`config.mk`:
```
export PLATFORM = sky130hd
export DESIGN_NAME = sadf_top
export DESIGN_NICKNAME = d
export VERILOG_FILES = /design/src/rtl/sadf_pkg.sv /design/src/rtl/sadf_queue.sv /design/src/rtl/sadf_clkdiv.sv /design/src/rtl/sadf_top.sv
export SDC_FILE = /design/constraint.sdc
export NUM_CORES = 1
export LEC_CHECK = 0
export ABC_CLOCK_PERIOD_IN_PS = 11250
export BUFFER_PORTS_ARGS = -buffer_cell sky130_fd_sc_hd__buf_2
export CAP_MARGIN = 20
export CORE_MARGIN = 2
export CORE_UTILIZATION = 25
export DETAILED_ROUTE_END_ITERATION = 8
export SLEW_MARGIN = 30
export SYNTH_ARGS = -nofsm -noshare
export SYNTH_HDL_FRONTEND = slang
export SYNTH_SLANG_ARGS = --single-unit
```
`constraint.sdc`:
```
create_clock -name i_clk -period 11.25 [get_ports i_clk]
set_clock_uncertainty 0.2 [all_clocks]
set_input_delay 2.25 -clock i_clk [delete_from_list [all_inputs] [get_ports i_clk]]
set_output_delay 2.25 -clock i_clk [all_outputs]
set_load 0.05 [all_outputs]
```
`src/rtl/sadf_pkg.sv`:
```
// package: register map, field positions, reset values and timing for the stereo audio converter front end
package sadf_pkg;
   // register byte offsets on the axi4-lite bus
   localparam logic [4:0] SADF_OFF_CONTROL = 5'h00;  // audio_conv_control
   localparam logic [4:0] SADF_OFF_STATUS  = 5'h04;  // audio_conv_status
   localparam logic [4:0] SADF_OFF_DFLT    = 5'h08;  // underflow_sample_reg
   localparam logic [4:0] SADF_OFF_LEFT    = 5'h0C;  // left_sample_port
   localparam logic [4:0] SADF_OFF_RIGHT   = 5'h10;  // right_sample_port
   // control field positions
   localparam int SADF_CTL_ON     = 15;  // conv_module_on
   localparam int SADF_CTL_SIDL   = 13;  // halt_when_idle
   localparam int SADF_CTL_AMP    = 12;  // amp_keep_on_low_power
   localparam int SADF_CTL_SIGNED = 8;   // signed_sel
   localparam int SADF_DIV_W      = 7;   // conv_clock_divisor width
   // status field positions, left half; right half is eight lower
   localparam int SADF_ST_OE      = 15;  // output enable
   localparam int SADF_ST_MID     = 13;  // midpoint output enable
   localparam int SADF_ST_ITYPE   = 10;  // irq type
   localparam int SADF_ST_FULL    = 9;   // queue full
   localparam int SADF_ST_EMPTY   = 8;   // queue empty
   localparam int SADF_ST_RSHIFT  = 8;   // offset from left to right field
   // writable masks and reset values
   localparam logic [15:0] SADF_CTL_WMASK = 16'hB17F;
   localparam logic [15:0] SADF_CTL_RST   = 16'h0005;  // divide by 6
   localparam logic [15:0] SADF_ST_WMASK  = 16'hA4A4;
   localparam logic [15:0] SADF_ST_RST    = 16'h0000;
   localparam logic [15:0] SADF_DFLT_RST  = 16'h0000;
   localparam logic [15:0] SADF_MIDPOINT  = 16'h8000;
   // conversion timing
   localparam int SADF_OSR        = 256;  // converter clocks per sample
   localparam int SADF_QDEPTH     = 4;
   localparam int SADF_SAMPLE_W   = 16;
   // axi response codes
   localparam logic [1:0] SADF_RESP_OKAY   = 2'h0;
   localparam logic [1:0] SADF_RESP_SLVERR = 2'h2;
   // decoded control settings
   typedef struct packed {
      logic                  module_on;
      logic                  halt_when_idle;
      logic                  amp_keep_on;
      logic                  signed_sel;
      logic [SADF_DIV_W-1:0] divisor;
   } sadf_ctl_t;
   // one channel's output-side controls
   typedef struct packed {
      logic out_enable;
      logic mid_enable;
      logic irq_type;
   } sadf_chan_t;
endpackage : sadf_pkg

```
`src/rtl/sadf_queue.sv`:
```
// four-entry sample queue for one converter channel
`timescale 1ns/1ps
`default_nettype none
module sadf_queue
   import sadf_pkg::*;
#(
   parameter int DEPTH = SADF_QDEPTH,
   parameter int WIDTH = SADF_SAMPLE_W
)(
   // clock and reset
   input  wire logic             i_clk,
   input  wire logic             i_rst_n,
   // fill side
   input  wire logic             i_push,
   input  wire logic [WIDTH-1:0] i_data,
   // drain side
   input  wire logic             i_pop,
   output logic      [WIDTH-1:0] o_data,
   // state
   output logic                  o_full,
   output logic                  o_empty
);
   localparam int AW = $clog2(DEPTH);
   logic [WIDTH-1:0] mem [DEPTH];    // sample storage
   logic [AW-1:0]    wr_r;           // write pointer
   logic [AW-1:0]    rd_r;           // read pointer
   logic [AW:0]      cnt_r;          // occupancy
   wire              do_push = i_push && !o_full;   // writes to a full queue are dropped
   wire              do_pop  = i_pop && !o_empty;
   assign o_full  = (cnt_r == (AW+1)'(DEPTH));
   assign o_empty = (cnt_r == '0);
   assign o_data  = mem[rd_r];
   ////////////////////////////////////////////////////////////////
   // pointer and count update
   always_ff @(posedge i_clk)
   begin
      if (!i_rst_n)
      begin
         wr_r  <= '0;
         rd_r  <= '0;
         cnt_r <= '0;
      end
      else
      begin
         if (do_push)
            wr_r <= wr_r + 1'b1;
         if (do_pop)
            rd_r <= rd_r + 1'b1;
         cnt_r <= cnt_r + (AW+1)'(do_push) - (AW+1)'(do_pop);
      end
   end
   // storage, no reset needed
   always_ff @(posedge i_clk)
   begin
      if (do_push)
         mem[wr_r] <= i_data;
   end
endmodule // sadf_queue
`default_nettype wire

```
`src/rtl/sadf_clkdiv.sv`:
```
// converter clock divider and sample-instant counter, as enables on the system clock
`timescale 1ns/1ps
`default_nettype none
module sadf_clkdiv
   import sadf_pkg::*;
#(
   parameter int OSR = SADF_OSR
)(
   // clock and reset
   input  wire logic                  i_clk,
   input  wire logic                  i_rst_n,
   // control
   input  wire logic                  i_run,
   input  wire logic                  i_aux_tick,
   input  wire logic [SADF_DIV_W-1:0] i_divisor,
   // enables
   output logic                       o_conv_tick,
   output logic                       o_sample_tick
);
   logic [SADF_DIV_W-1:0]  div_r;   // prescale count
   logic [$clog2(OSR)-1:0] osr_r;   // converter clocks within one sample
   wire div_wrap = (div_r >= i_divisor);
   assign o_conv_tick   = i_run && i_aux_tick && div_wrap;
   assign o_sample_tick = o_conv_tick && (osr_r == '1);
   ////////////////////////////////////////////////////////////////
   // divide aux ticks by divisor plus one, then by the oversampling ratio
   always_ff @(posedge i_clk)
   begin
      if (!i_rst_n || !i_run)
      begin
         div_r <= '0;
         osr_r <= '0;
      end
      else if (i_aux_tick)
      begin
         div_r <= div_wrap ? '0 : div_r + 1'b1;
         if (div_wrap)
            osr_r <= osr_r + 1'b1;
      end
   end
endmodule // sadf_clkdiv
`default_nettype wire

```
`src/rtl/sadf_top.sv`:
```
// stereo audio converter front end: axi4-lite registers, sample queues, pacing and format
//
// Functional notes
// - separate four-entry queue per channel
// - empty queue at sample instant uses default
// - oversample by 256 with interpolated points
// - control bit 8 selects signed or unsigned
// - unsigned: 0x8000 is midpoint
// - signed: 0x0000 is midpoint
// - seven-bit divider, value plus one, reset six
// - one sample per 256 converter clocks
// - bit 13 halts conversion while idle
// - bit 12 keeps amplifier on in low power
// - status bits 13 and 5 enable midpoints
// - bus and dma both write samples
// - data port write with both low byte strobes enqueues the sample
// - default register is 16-bit, resets zero
`timescale 1ns/1ps
`default_nettype none
module sadf_top
   import sadf_pkg::*;
#(
   parameter int OSR = SADF_OSR
)(
   // clock and reset
   input  wire logic        i_clk,
   input  wire logic        i_rst_n,
   // axi4-lite write address and data
   input  wire logic [4:0]  i_awaddr,
   input  wire logic        i_awvalid,
   output logic             o_awready,
   input  wire logic [31:0] i_wdata,
   input  wire logic [3:0]  i_wstrb,
   input  wire logic        i_wvalid,
   output logic             o_wready,
   // axi4-lite write response
   output logic [1:0]       o_bresp,
   output logic             o_bvalid,
   input  wire logic        i_bready,
   // axi4-lite read
   input  wire logic [4:0]  i_araddr,
   input  wire logic        i_arvalid,
   output logic             o_arready,
   output logic [31:0]      o_rdata,
   output logic [1:0]       o_rresp,
   output logic             o_rvalid,
   input  wire logic        i_rready,
   // dma sample writes
   input  wire logic        i_dma_left_valid,
   input  wire logic        i_dma_right_valid,
   input  wire logic [15:0] i_dma_data,
   output logic             o_dma_left_ready,
   output logic             o_dma_right_ready,
   // system state and auxiliary oscillator tick
   input  wire logic        i_idle,
   input  wire logic        i_sleep,
   input  wire logic        i_aux_tick,
   // converter outputs
   output logic [15:0]      o_left_sample,
   output logic [15:0]      o_right_sample,
   output logic             o_sample_strobe,
   output logic             o_conv_tick,
   output logic             o_left_out_enable,
   output logic             o_right_out_enable,
   output logic             o_left_midpoint_out_enable,
   output logic             o_right_midpoint_out_enable,
   output logic             o_amp_enable,
   output logic             o_left_irq,
   output logic             o_right_irq
);
   ////////////////////////////////////////////////////////////////
   // register state
   logic [15:0] ctl_r;          // audio_conv_control
   logic [15:0] stat_r;         // writable part of audio_conv_status
   logic [15:0] dflt_r;         // underflow_sample_reg
   sadf_ctl_t   ctl;            // decoded control
   sadf_chan_t  left_cfg;       // left channel controls
   sadf_chan_t  right_cfg;      // right channel controls
   assign ctl       = '{ctl_r[SADF_CTL_ON], ctl_r[SADF_CTL_SIDL], ctl_r[SADF_CTL_AMP],
                        ctl_r[SADF_CTL_SIGNED], ctl_r[SADF_DIV_W-1:0]};
   assign left_cfg  = '{stat_r[SADF_ST_OE], stat_r[SADF_ST_MID], stat_r[SADF_ST_ITYPE]};
   assign right_cfg = '{stat_r[SADF_ST_OE-SADF_ST_RSHIFT], stat_r[SADF_ST_MID-SADF_ST_RSHIFT],
                        stat_r[SADF_ST_ITYPE-SADF_ST_RSHIFT]};

   ////////////////////////////////////////////////////////////////
   // axi write channel: address and data latched independently
   logic        aw_have_r;      // write address held
   logic        w_have_r;       // write data held
   logic [4:0]  aw_addr_r;
   logic [31:0] w_data_r;
   logic [3:0]  w_strb_r;
   logic        bvalid_r;
   logic [1:0]  bresp_r;
   assign o_awready = !aw_have_r && !bvalid_r;
   assign o_wready  = !w_have_r && !bvalid_r;
   assign o_bvalid  = bvalid_r;
   assign o_bresp   = bresp_r;
   wire        wr_fire  = aw_have_r && w_have_r && !bvalid_r;
   wire        wr_lo    = w_strb_r[0];
   wire        wr_hi    = w_strb_r[1];
   wire        wr_ctl   = wr_fire && (aw_addr_r == SADF_OFF_CONTROL);
   wire        wr_stat  = wr_fire && (aw_addr_r == SADF_OFF_STATUS);
   wire        wr_dflt  = wr_fire && (aw_addr_r == SADF_OFF_DFLT);
   wire        wr_left  = wr_fire && (aw_addr_r == SADF_OFF_LEFT) && wr_lo && wr_hi;
   wire        wr_right = wr_fire && (aw_addr_r == SADF_OFF_RIGHT) && wr_lo && wr_hi;
   wire        wr_known = (aw_addr_r == SADF_OFF_CONTROL) || (aw_addr_r == SADF_OFF_STATUS) ||
                          (aw_addr_r == SADF_OFF_DFLT) || (aw_addr_r == SADF_OFF_LEFT) ||
                          (aw_addr_r == SADF_OFF_RIGHT);

   // merge byte lanes under a writable mask
   function automatic logic [15:0] lane_merge(input logic [15:0] old, input logic [31:0] wd,
                                              input logic lo, input logic hi,
                                              input logic [15:0] mask);
      logic [15:0] nv;
      nv = old;
      if (lo)
         nv[7:0] = wd[7:0];
      if (hi)
         nv[15:8] = wd[15:8];
      return (nv & mask) | (old & ~mask);
   endfunction

   // axi write handshake
   always_ff @(posedge i_clk)
   begin
      if (!i_rst_n)
      begin
         aw_have_r <= 1'b0;
         w_have_r  <= 1'b0;
         aw_addr_r <= '0;
         w_data_r  <= '0;
         w_strb_r  <= '0;
         bvalid_r  <= 1'b0;
         bresp_r   <= SADF_RESP_OKAY;
      end
      else
      begin
         if (i_awvalid && o_awready)
         begin
            aw_have_r <= 1'b1;
            aw_addr_r <= i_awaddr;
         end
         if (i_wvalid && o_wready)
         begin
            w_have_r <= 1'b1;
            w_data_r <= i_wdata;
            w_strb_r <= i_wstrb;
         end
         if (wr_fire)
         begin
            // both halves present: commit and answer
            aw_have_r <= 1'b0;
            w_have_r  <= 1'b0;
            bvalid_r  <= 1'b1;
            bresp_r   <= wr_known ? SADF_RESP_OKAY : SADF_RESP_SLVERR;
         end
         else if (bvalid_r && i_bready)
            bvalid_r <= 1'b0;
      end
   end

   ////////////////////////////////////////////////////////////////
   // control, status and default registers
   always_ff @(posedge i_clk)
   begin
      if (!i_rst_n)
      begin
         ctl_r  <= SADF_CTL_RST;
         stat_r <= SADF_ST_RST;
         dflt_r <= SADF_DFLT_RST;
      end
      else
      begin
         if (wr_ctl)
            ctl_r <= lane_merge(ctl_r, w_data_r, wr_lo, wr_hi, SADF_CTL_WMASK);
         if (wr_stat)
            stat_r <= lane_merge(stat_r, w_data_r, wr_lo, wr_hi, SADF_ST_WMASK);
         if (wr_dflt)
            dflt_r <= lane_merge(dflt_r, w_data_r, wr_lo, wr_hi, 16'hFFFF);
      end
   end

   ////////////////////////////////////////////////////////////////
   // pacing: converter clock and sample instants
   // halt while idle when asked
   wire run = ctl.module_on && !(i_idle && ctl.halt_when_idle);
   logic conv_tick;
   logic sample_tick;
   sadf_clkdiv #(
      .OSR (OSR)
   ) u_div (
      .i_clk         (i_clk),
      .i_rst_n       (i_rst_n),
      .i_run         (run),
      .i_aux_tick    (i_aux_tick),
      .i_divisor     (ctl.divisor),
      .o_conv_tick   (conv_tick),
      .o_sample_tick (sample_tick)
   );

   ////////////////////////////////////////////////////////////////
   // channel queues; the bus port has priority over dma
   logic [15:0] lq_data;
   logic [15:0] rq_data;
   logic        lq_full;
   logic        lq_empty;
   logic        rq_full;
   logic        rq_empty;
   // dma writes when bus port is quiet
   assign o_dma_left_ready  = !lq_full && !wr_left;
   assign o_dma_right_ready = !rq_full && !wr_right;
   wire         l_push = wr_left || (i_dma_left_valid && o_dma_left_ready);
   wire         r_push = wr_right || (i_dma_right_valid && o_dma_right_ready);
   wire [15:0]  l_in   = wr_left ? w_data_r[15:0] : i_dma_data;
   wire [15:0]  r_in   = wr_right ? w_data_r[15:0] : i_dma_data;

   sadf_queue u_lq (
      .i_clk   (i_clk),
      .i_rst_n (i_rst_n),
      .i_push  (l_push),
      .i_data  (l_in),
      .i_pop   (sample_tick),
      .o_data  (lq_data),
      .o_full  (lq_full),
      .o_empty (lq_empty)
   );
   sadf_queue u_rq (
      .i_clk   (i_clk),
      .i_rst_n (i_rst_n),
      .i_push  (r_push),
      .i_data  (r_in),
      .i_pop   (sample_tick),
      .o_data  (rq_data),
      .o_full  (rq_full),
      .o_empty (rq_empty)
   );

   ////////////////////////////////////////////////////////////////
   // format: signed input flips the sign bit to offset binary
   function automatic logic [15:0] to_offset(input logic [15:0] s, input logic sgn);
      return sgn ? (s ^ SADF_MIDPOINT) : s;
   endfunction
   wire [15:0] l_pick = lq_empty ? dflt_r : lq_data;
   wire [15:0] r_pick = rq_empty ? dflt_r : rq_data;

   // current sample held between sample instants, in offset binary
   logic [15:0] l_cur_r;
   logic [15:0] r_cur_r;
   logic [15:0] l_out_r;
   logic [15:0] r_out_r;
   logic [15:0] l_step_r;         // left interpolation increment (signed)
   logic [15:0] r_step_r;
   logic        strobe_r;
   // signed difference over OSR points, arithmetic shift
   function automatic logic [15:0] step_of(input logic [15:0] nxt, input logic [15:0] cur);
      logic signed [16:0] d;
      d = $signed({1'b0, nxt}) - $signed({1'b0, cur});
      return 16'(d >>> $clog2(OSR));
   endfunction
   wire [15:0] l_new = to_offset(l_pick, ctl.signed_sel);
   wire [15:0] r_new = to_offset(r_pick, ctl.signed_sel);

   always_ff @(posedge i_clk)
   begin
      if (!i_rst_n)
      begin
         l_cur_r  <= SADF_MIDPOINT;
         r_cur_r  <= SADF_MIDPOINT;
         l_out_r  <= SADF_MIDPOINT;
         r_out_r  <= SADF_MIDPOINT;
         l_step_r <= '0;
         r_step_r <= '0;
         strobe_r <= 1'b0;
      end
      else
      begin
         strobe_r <= sample_tick;
         if (sample_tick)
         begin
            l_cur_r  <= l_new;
            r_cur_r  <= r_new;
            l_out_r  <= l_cur_r;
            r_out_r  <= r_cur_r;
            l_step_r <= step_of(l_new, l_cur_r);
            r_step_r <= step_of(r_new, r_cur_r);
         end
         else if (conv_tick)
         begin
            l_out_r <= l_out_r + l_step_r;
            r_out_r <= r_out_r + r_step_r;
         end
      end
   end
   assign o_left_sample   = l_out_r;
   assign o_right_sample  = r_out_r;
   assign o_sample_strobe = strobe_r;
   assign o_conv_tick     = conv_tick;

   ////////////////////////////////////////////////////////////////
   // output enables and amplifier
   // module enable gates outputs
   assign o_left_out_enable  = ctl.module_on && left_cfg.out_enable;
   assign o_right_out_enable = ctl.module_on && right_cfg.out_enable;
   assign o_left_midpoint_out_enable  = ctl.module_on && left_cfg.mid_enable;
   assign o_right_midpoint_out_enable = ctl.module_on && right_cfg.mid_enable;
   // amplifier kept on in low power only when amp_keep_on is set
   wire low_power = i_sleep || (i_idle && ctl.halt_when_idle);
   assign o_amp_enable = ctl.module_on && (!low_power || ctl.amp_keep_on);
   // irq on empty or not full
   assign o_left_irq  = left_cfg.irq_type ? lq_empty : !lq_full;
   assign o_right_irq = right_cfg.irq_type ? rq_empty : !rq_full;

   ////////////////////////////////////////////////////////////////
   // axi read channel
   logic        rvalid_r;
   logic [31:0] rdata_r;
   logic [1:0]  rresp_r;
   logic [15:0] stat_view;
   always_comb
   begin
      stat_view = stat_r & SADF_ST_WMASK;
      stat_view[SADF_ST_FULL]                  = lq_full;
      stat_view[SADF_ST_EMPTY]                 = lq_empty;
      stat_view[SADF_ST_FULL-SADF_ST_RSHIFT]   = rq_full;
      stat_view[SADF_ST_EMPTY-SADF_ST_RSHIFT]  = rq_empty;
   end
   assign o_arready = !rvalid_r;
   assign o_rvalid  = rvalid_r;
   assign o_rdata   = rdata_r;
   assign o_rresp   = rresp_r;
   // read decode: data ports read zero
   always_ff @(posedge i_clk)
   begin
      if (!i_rst_n)
      begin
         rvalid_r <= 1'b0;
         rdata_r  <= '0;
         rresp_r  <= SADF_RESP_OKAY;
      end
      else if (i_arvalid && o_arready)
      begin
         rvalid_r <= 1'b1;
         rresp_r  <= SADF_RESP_OKAY;
         unique case (i_araddr)
            SADF_OFF_CONTROL : rdata_r <= {16'h0000, ctl_r};
            SADF_OFF_STATUS  : rdata_r <= {16'h0000, stat_view};
            SADF_OFF_DFLT    : rdata_r <= {16'h0000, dflt_r};
            SADF_OFF_LEFT,
            SADF_OFF_RIGHT   : rdata_r <= '0;
            default
            begin
               rdata_r <= '0;
               rresp_r <= SADF_RESP_SLVERR;
            end
         endcase
      end
      else if (rvalid_r && i_rready)
         rvalid_r <= 1'b0;
   end
endmodule // sadf_top
`default_nettype wire

```
# After elaboration in Yosys (flattened, before gate mapping)
# Memory sizes are Yosys's and may differ from the RTL's. A register that Yosys moved wholly into a read port is not among the register bits.
# Index checks and enable logic that the tools add are counted.
dict set report word_totals {
  ff_bits 223
  latch_bits 0
  ramBits 128
  romBits 0
  out_inout_bits 84
  elab_cells 173
  n_memories 2
}
dict set report classes {
  add_sub_neg 14
  n_mul 0
  div 0
  magnitude_cmp 1
  n_eq_ne 11
  shifts 0
  mux 40
  n_bitwise 5
  reduce_logical 71
}
# memory words word_bits read_ports rd_ports_with_merged_regs write_ports line
set mem_list {}
lappend mem_list {u_lq.mem 4 16 1 1 1 sadf_queue.sv:24} ;# logic [WIDTH-1:0] mem [DEPTH];
lappend mem_list {u_rq.mem 4 16 1 1 1 sadf_queue.sv:24}
# op count
set ops {}
lappend ops {{16-bit 2-to-1 mux} 10}
lappend ops {{8-bit 2-to-1 mux} 9}
lappend ops {{16-bit one-hot mux with 3 select lines} 1}
lappend ops {{1-bit logical AND} 36}
lappend ops {{16-bit by 16-bit subtractor with 17-bit output} 2}
lappend ops {{16-bit adder} 2}
lappend ops {{16-bit by 15-bit bitwise OR with 16-bit output} 2}
lappend ops {{7-bit 2-to-1 mux} 4}
lappend ops {{5-bit by 4-bit equality test with 1-bit output, second input constant} 4}
lappend ops {{1-bit logical NOT} 14}
lappend ops {{2-bit 2-to-1 mux} 6}
lappend ops {{5-bit by 3-bit equality test with 1-bit output, second input constant} 2}
lappend ops {{5-bit equality test, second input constant} 2}
lappend ops {{5-bit logical NOT} 2}
lappend ops {{1-bit 2-to-1 mux} 10}
lappend ops {{1-bit logical OR} 9}
lappend ops {{2-bit by 1-bit adder with 2-bit output, second input constant} 4}
lappend ops {{8-bit by 1-bit adder with 8-bit output, second input constant} 1}
lappend ops {{8-bit equality test, second input constant} 1}
lappend ops {{7-bit by 1-bit adder with 7-bit output, second input constant} 1}
lappend ops {{7-bit >= comparator} 1}
lappend ops {{3-bit by 1-bit adder with 3-bit output} 2}
lappend ops {{3-bit equality test, second input constant} 2}
lappend ops {{3-bit logical NOT} 2}
lappend ops {{6 further kinds} 13}

# Logic depth before layout (Yosys ltp)
dict set report logic_depth {
  ltp_word 12
  ltp_mapped 15
  ltp_nobuf 15
}

# Hierarchy
# From an unflattened synthesis, not the netlist that was laid out.
dict set report unflattened {
  hier_cells 1515
  area_unflattened_um2 16268.1
}
# mod n_inst cells_each area_each_um2 seq_area_each_um2
set modules_own_cells {}
lappend modules_own_cells {sadf_top 1 1132 9654.3 3223.1}
lappend modules_own_cells {sadf_queue 2 135 2831.5 2102.0}
lappend modules_own_cells {sadf_clkdiv 1 113 950.9 300.3}

# Worst setup path before layout
# OpenSTA, ideal clock, no wires.
dict set report synth_timing {
  path_kind {input to output}
  from {input i_aux_tick}
  to {output o_conv_tick}
  arrival_time_ps 3762
  required_time_ps 8800
  path_slack_ps 5038
  stages 5
  n_path_buf 3
  path_cell_list {clkbuf_1 -> o211ai_1 -> inv_1 -> clkbuf_1 -> clkbuf_1}
}
dict set report synth_between {
  elab_chain_cells 2
}
# element line
set synth_rtl {}
lappend synth_rtl {{start: declaration} sadf_top.sv:57} ;# input wire logic i_aux_tick,
lappend synth_rtl {{1-bit logical AND (2 in series)} sadf_clkdiv.sv:23} ;# assign o_conv_tick = i_run && i_aux_tick && div_wrap;
lappend synth_rtl {{end: declaration} sadf_top.sv:62} ;# output logic o_conv_tick,
# Every way passes these cells.

# Worst setup path after layout
dict set report layout_timing {
  from {input i_idle}
  to {output o_conv_tick}
}
dict set report layout_between {
  elab_chain_cells 5
}
# element line
set layout_rtl {}
lappend layout_rtl {{start: declaration} sadf_top.sv:55} ;# input wire logic i_idle,
lappend layout_rtl {{1-bit logical AND} sadf_top.sv:186} ;# wire run = ctl.module_on && !(i_idle && ctl.halt_when_idle);
lappend layout_rtl {{1-bit logical NOT} sadf_top.sv:186}
lappend layout_rtl {{1-bit logical AND} sadf_top.sv:186}
lappend layout_rtl {{1-bit logical AND (2 in series)} sadf_clkdiv.sv:23}
# Every way passes these cells.

==> impl_results.md <==
* Status: complete, no violations
* Hold WC Path Type: reg2reg
* Synth Flop Type: dfxtp_1
* Compound-cell area share of the yosys netlist at 12.2%
* Mapped Area at 16100 µm²
* Synth top area share at 24.1%
* Pin count of the biggest net entering global routing at 59
* Finish-stage setup viols at 0
* Io pins at ~160
* Share of layout cells above drive strength 1 at ~18%
* P per Cell Area at 170 nW/µm²
* Mapped Cells at 1552
* Vias in the first global route at 11700
* CTS tree: yes
* GP Congestion at 0.881
* Synth Area in Adders at a little under 7%
* Synth Area in XOR/XNOR at 2.61%
* Drt first pass iters at 5
* Overall routing resource usage at 13.7%
* DR vias/cell at between 4 and 5
* Fin nets at around 1800
* Maximum vdd drop at 0.0854 mV
* Simple-gate portion of the synthesized area at around an eighth
* Final Cycle Share at between 50% and 60%
* Post-layout util at between 20% and 30%
* Total gr overflow at 0
* Dominant cell type by area after synthesis: dfxtp_1
* CTS Buf Count at 35
* Startpoint types: input port
* Port buffer count at 121
* Met1 Use GR at 21.1%
* Post-synthesis mux area share at 13.4%
* Worst Path Max Fanout at 27
* Multi-input logic area at around 8000 µm²
* DPL Wire Length at around 33000 µm
* CP cell instances: buf_2, nand2_1, and2_1, o211ai_1, buf_4, inv_1, buf_2
* Most common cell on crit path: buf_2
* Synth Register Bits at 322
* Detailed-route via count at 12300
* Post-CTS sizing at 0
* Top cells by area, synth: dfxtp_1 (24%), edfxtp_1 (24%), ha_1 (6.3%)
* DRC at 0
* Main combinational cell family by area after synthesis: multiplexers
* Least-Margin Pin Slew at 0.940 ns
* TNS Setup at 0 ns
* Unrepaired setup endpoints after global routing: false
* Highest Clock Rate at 0.167 GHz
* CTS Sinks at 322
* Yosys cell types at 70
* Required time of the critical path at 8.80 ns
* Minimum clock period at 5.98 ns
* Final slew viol count at 0
* CP Data Arrival Time at 3.53 ns
* Register area at 7730 µm²
* Number of flops mapped to enable cells by yosys at 128
* Hold_ws at around 0.26 ns
* Total Wirelength at 46200 µm
* Worst Setup End Kind: output pin
* Die area at 66500 µm²
* Crit Path Category: in2out
* Global-route wire length before repair at 70700 µm
* FILL cells at approximately 6600
* Syn-to-layout area delta at 16.0%
* Die width at ~260 µm
* Wire per inst at 18.2 µm
* H-tree depth at 2
* Row count at 93
* CP delay by family, top: buffers and inverters
* Sequential-to-total area share from yosys stat at 48.0%
* Post-CTS setup buffers at 0
* Leak Pwr at between 7 and 8 nW
* Initial antenna violation count at 2
* Clock transition at the registers of the reported paths at 0.06 ns
* CORE AREA at 64100 µm²
* Initial Utilization at 25.1%
* Buf/Inv on CP at 4
* FFs w/ async S/R, synth at 0%
* Die height at approximately 260 µm
* Max_cap viols at 0
* Grt met3 use at 2.32%
* Worst path max stage delay at 0.39 ns
* Slew margin rel. at 36.7%
* CTS Hold Buffers Added at 0
* DRT antenna net count at 0
* Slowest-stage cell, CP: buf_4
* Ys Warns at 0
* Fin. Hold Viols at 0
* Synthesized area per cell at 10.4 µm²
* GR Util met2 at between 20 and 25%
* CTS Buffer Depth at 3
* GR peak layer: met1
* Initial DRC count at 1055
* Root buffer cell: clkbuf_16
* Clk_lat worst skew at 0.54 ns
registers in the layout (all words and copies together) (netlist names), 2 cells and up, named ones only:
| signal | cells |
|---|---|
| o_rdata | 16 |
| w_data_r | 16 |
| l_cur_r | 16 |
| u_rq.cnt_r | 3 |
| ctl_r | 11 |
| u_div.div_r | 7 |
| o_left_sample | 16 |
| u_rq.mem | 64 |
| u_rq.wr_r | 2 |
| aw_addr_r | 5 |
| u_lq.mem | 64 |
| stat_r | 6 |
| r_step_r | 9 |
| l_step_r | 9 |
| w_strb_r | 2 |
| u_lq.cnt_r | 3 |
| u_div.osr_r | 8 |
| u_lq.wr_r | 2 |
| r_cur_r | 16 |
| o_right_sample | 16 |
| dflt_r | 16 |
| u_rq.rd_r | 2 |
| u_lq.rd_r | 2 |
per-stage QoR:
step	worst slack [ns]	total power [W]	instances	cell area, µm²
2_1_floorplan	5.04	0.00185	1569	16200
3_3_place_gp	5.28	0.00203	2469	17600
3_5_place_dp	5.27	0.00205	2469	17600
4_1_cts	5.25	0.00318	2532	18700
5_1_grt	5.20	0.00331	2532	18700
6_report	5.27	0.00317	2533	18700
path summary, 6_finish.rpt:
check             depth (start not counted)           start             to  slack [ns]
setup / recovery                          7          i_idle    o_conv_tick        5.27
hold / removal                            2      o_bresp[1]     o_bresp[1]        0.26
setup reg to reg                         16  u_div.div_r[0]  u_rq.cnt_r[2]        7.18
hold reg to reg                           2      o_bresp[1]     o_bresp[1]        0.26
worst min-delay path: stages (launching register included):
cell     delay (ns)
dfxtp_1        0.31
nand2_1        0.05
a21oi_1        0.05
power by group:
group / internal, W / leakage [nW] / switching, W
Clock: 0.000651 / 0.543 / 0.000483
Combinational: 0.000279 / 3.79 / 0.000444
Sequential: 0.00128 / 2.74 / 0.0000316
synth_stat cells, types with 13 or more instances:
master	instances
nand3_1	29
o21ai_0	70
inv_1	71
clkbuf_1	65
edfxtp_1	128
ha_1	81
and2_1	20
mux2i_1	72
a22oi_1	14
xor2_1	18
xnor2_1	30
a21o_1	20
nor2_1	161
mux2_2	63
mux4_2	31
nand2_1	159
a31oi_1	14
a21oi_1	87
nor2b_1	13
nor3_1	21
buf_4	18
dfxtp_1	194
placed cells by master (no fill, tap or decap), types with 28 or more instances in the layout:
master,Yosys,routed
dfxtp_1,194,194
nor2_1,161,159
nand2_1,159,158
edfxtp_1,128,128
buf_2,3,121
a21oi_1,87,87
ha_1,81,81
mux2i_1,72,72
inv_1,71,71
o21ai_0,70,70
mux2_2,63,63
clkbuf_16,0,36
mux4_2,31,31
xnor2_1,30,30
nand3_1,29,28
cell families after synthesis:
group,after synthesis
buffers and inverters,162
adders and majority gates,85
and+or+nand+nor,463
xor gates and xnor gates,48
AOI/OAI and AO/OA,304
DFF,322
other,1
muxes,167
layout make-up:
class / count / share of cell area (%)
Multi-Input combinational cell: 1085 / 41.7
Sequential cell: 322 / 41.3
Tap cell: 855 / 5.72
Clock buffer: 51 / 5.39
Timing Repair Buffer: 135 / 3.80
Inverter: 72 / 1.46
Clock inverter: 12 / 0.589
Antenna cell: 1 / 0.0134
metal layers:
layer | wire [µm] | share of wire (%)
met1 | 22800 | 49
met2 | 19200 | 41
met3 | 3580 | 7.7
met4 | 607 | 1.3
met5 | 11 | 0.024
Power figures use the tool's default switching activity.
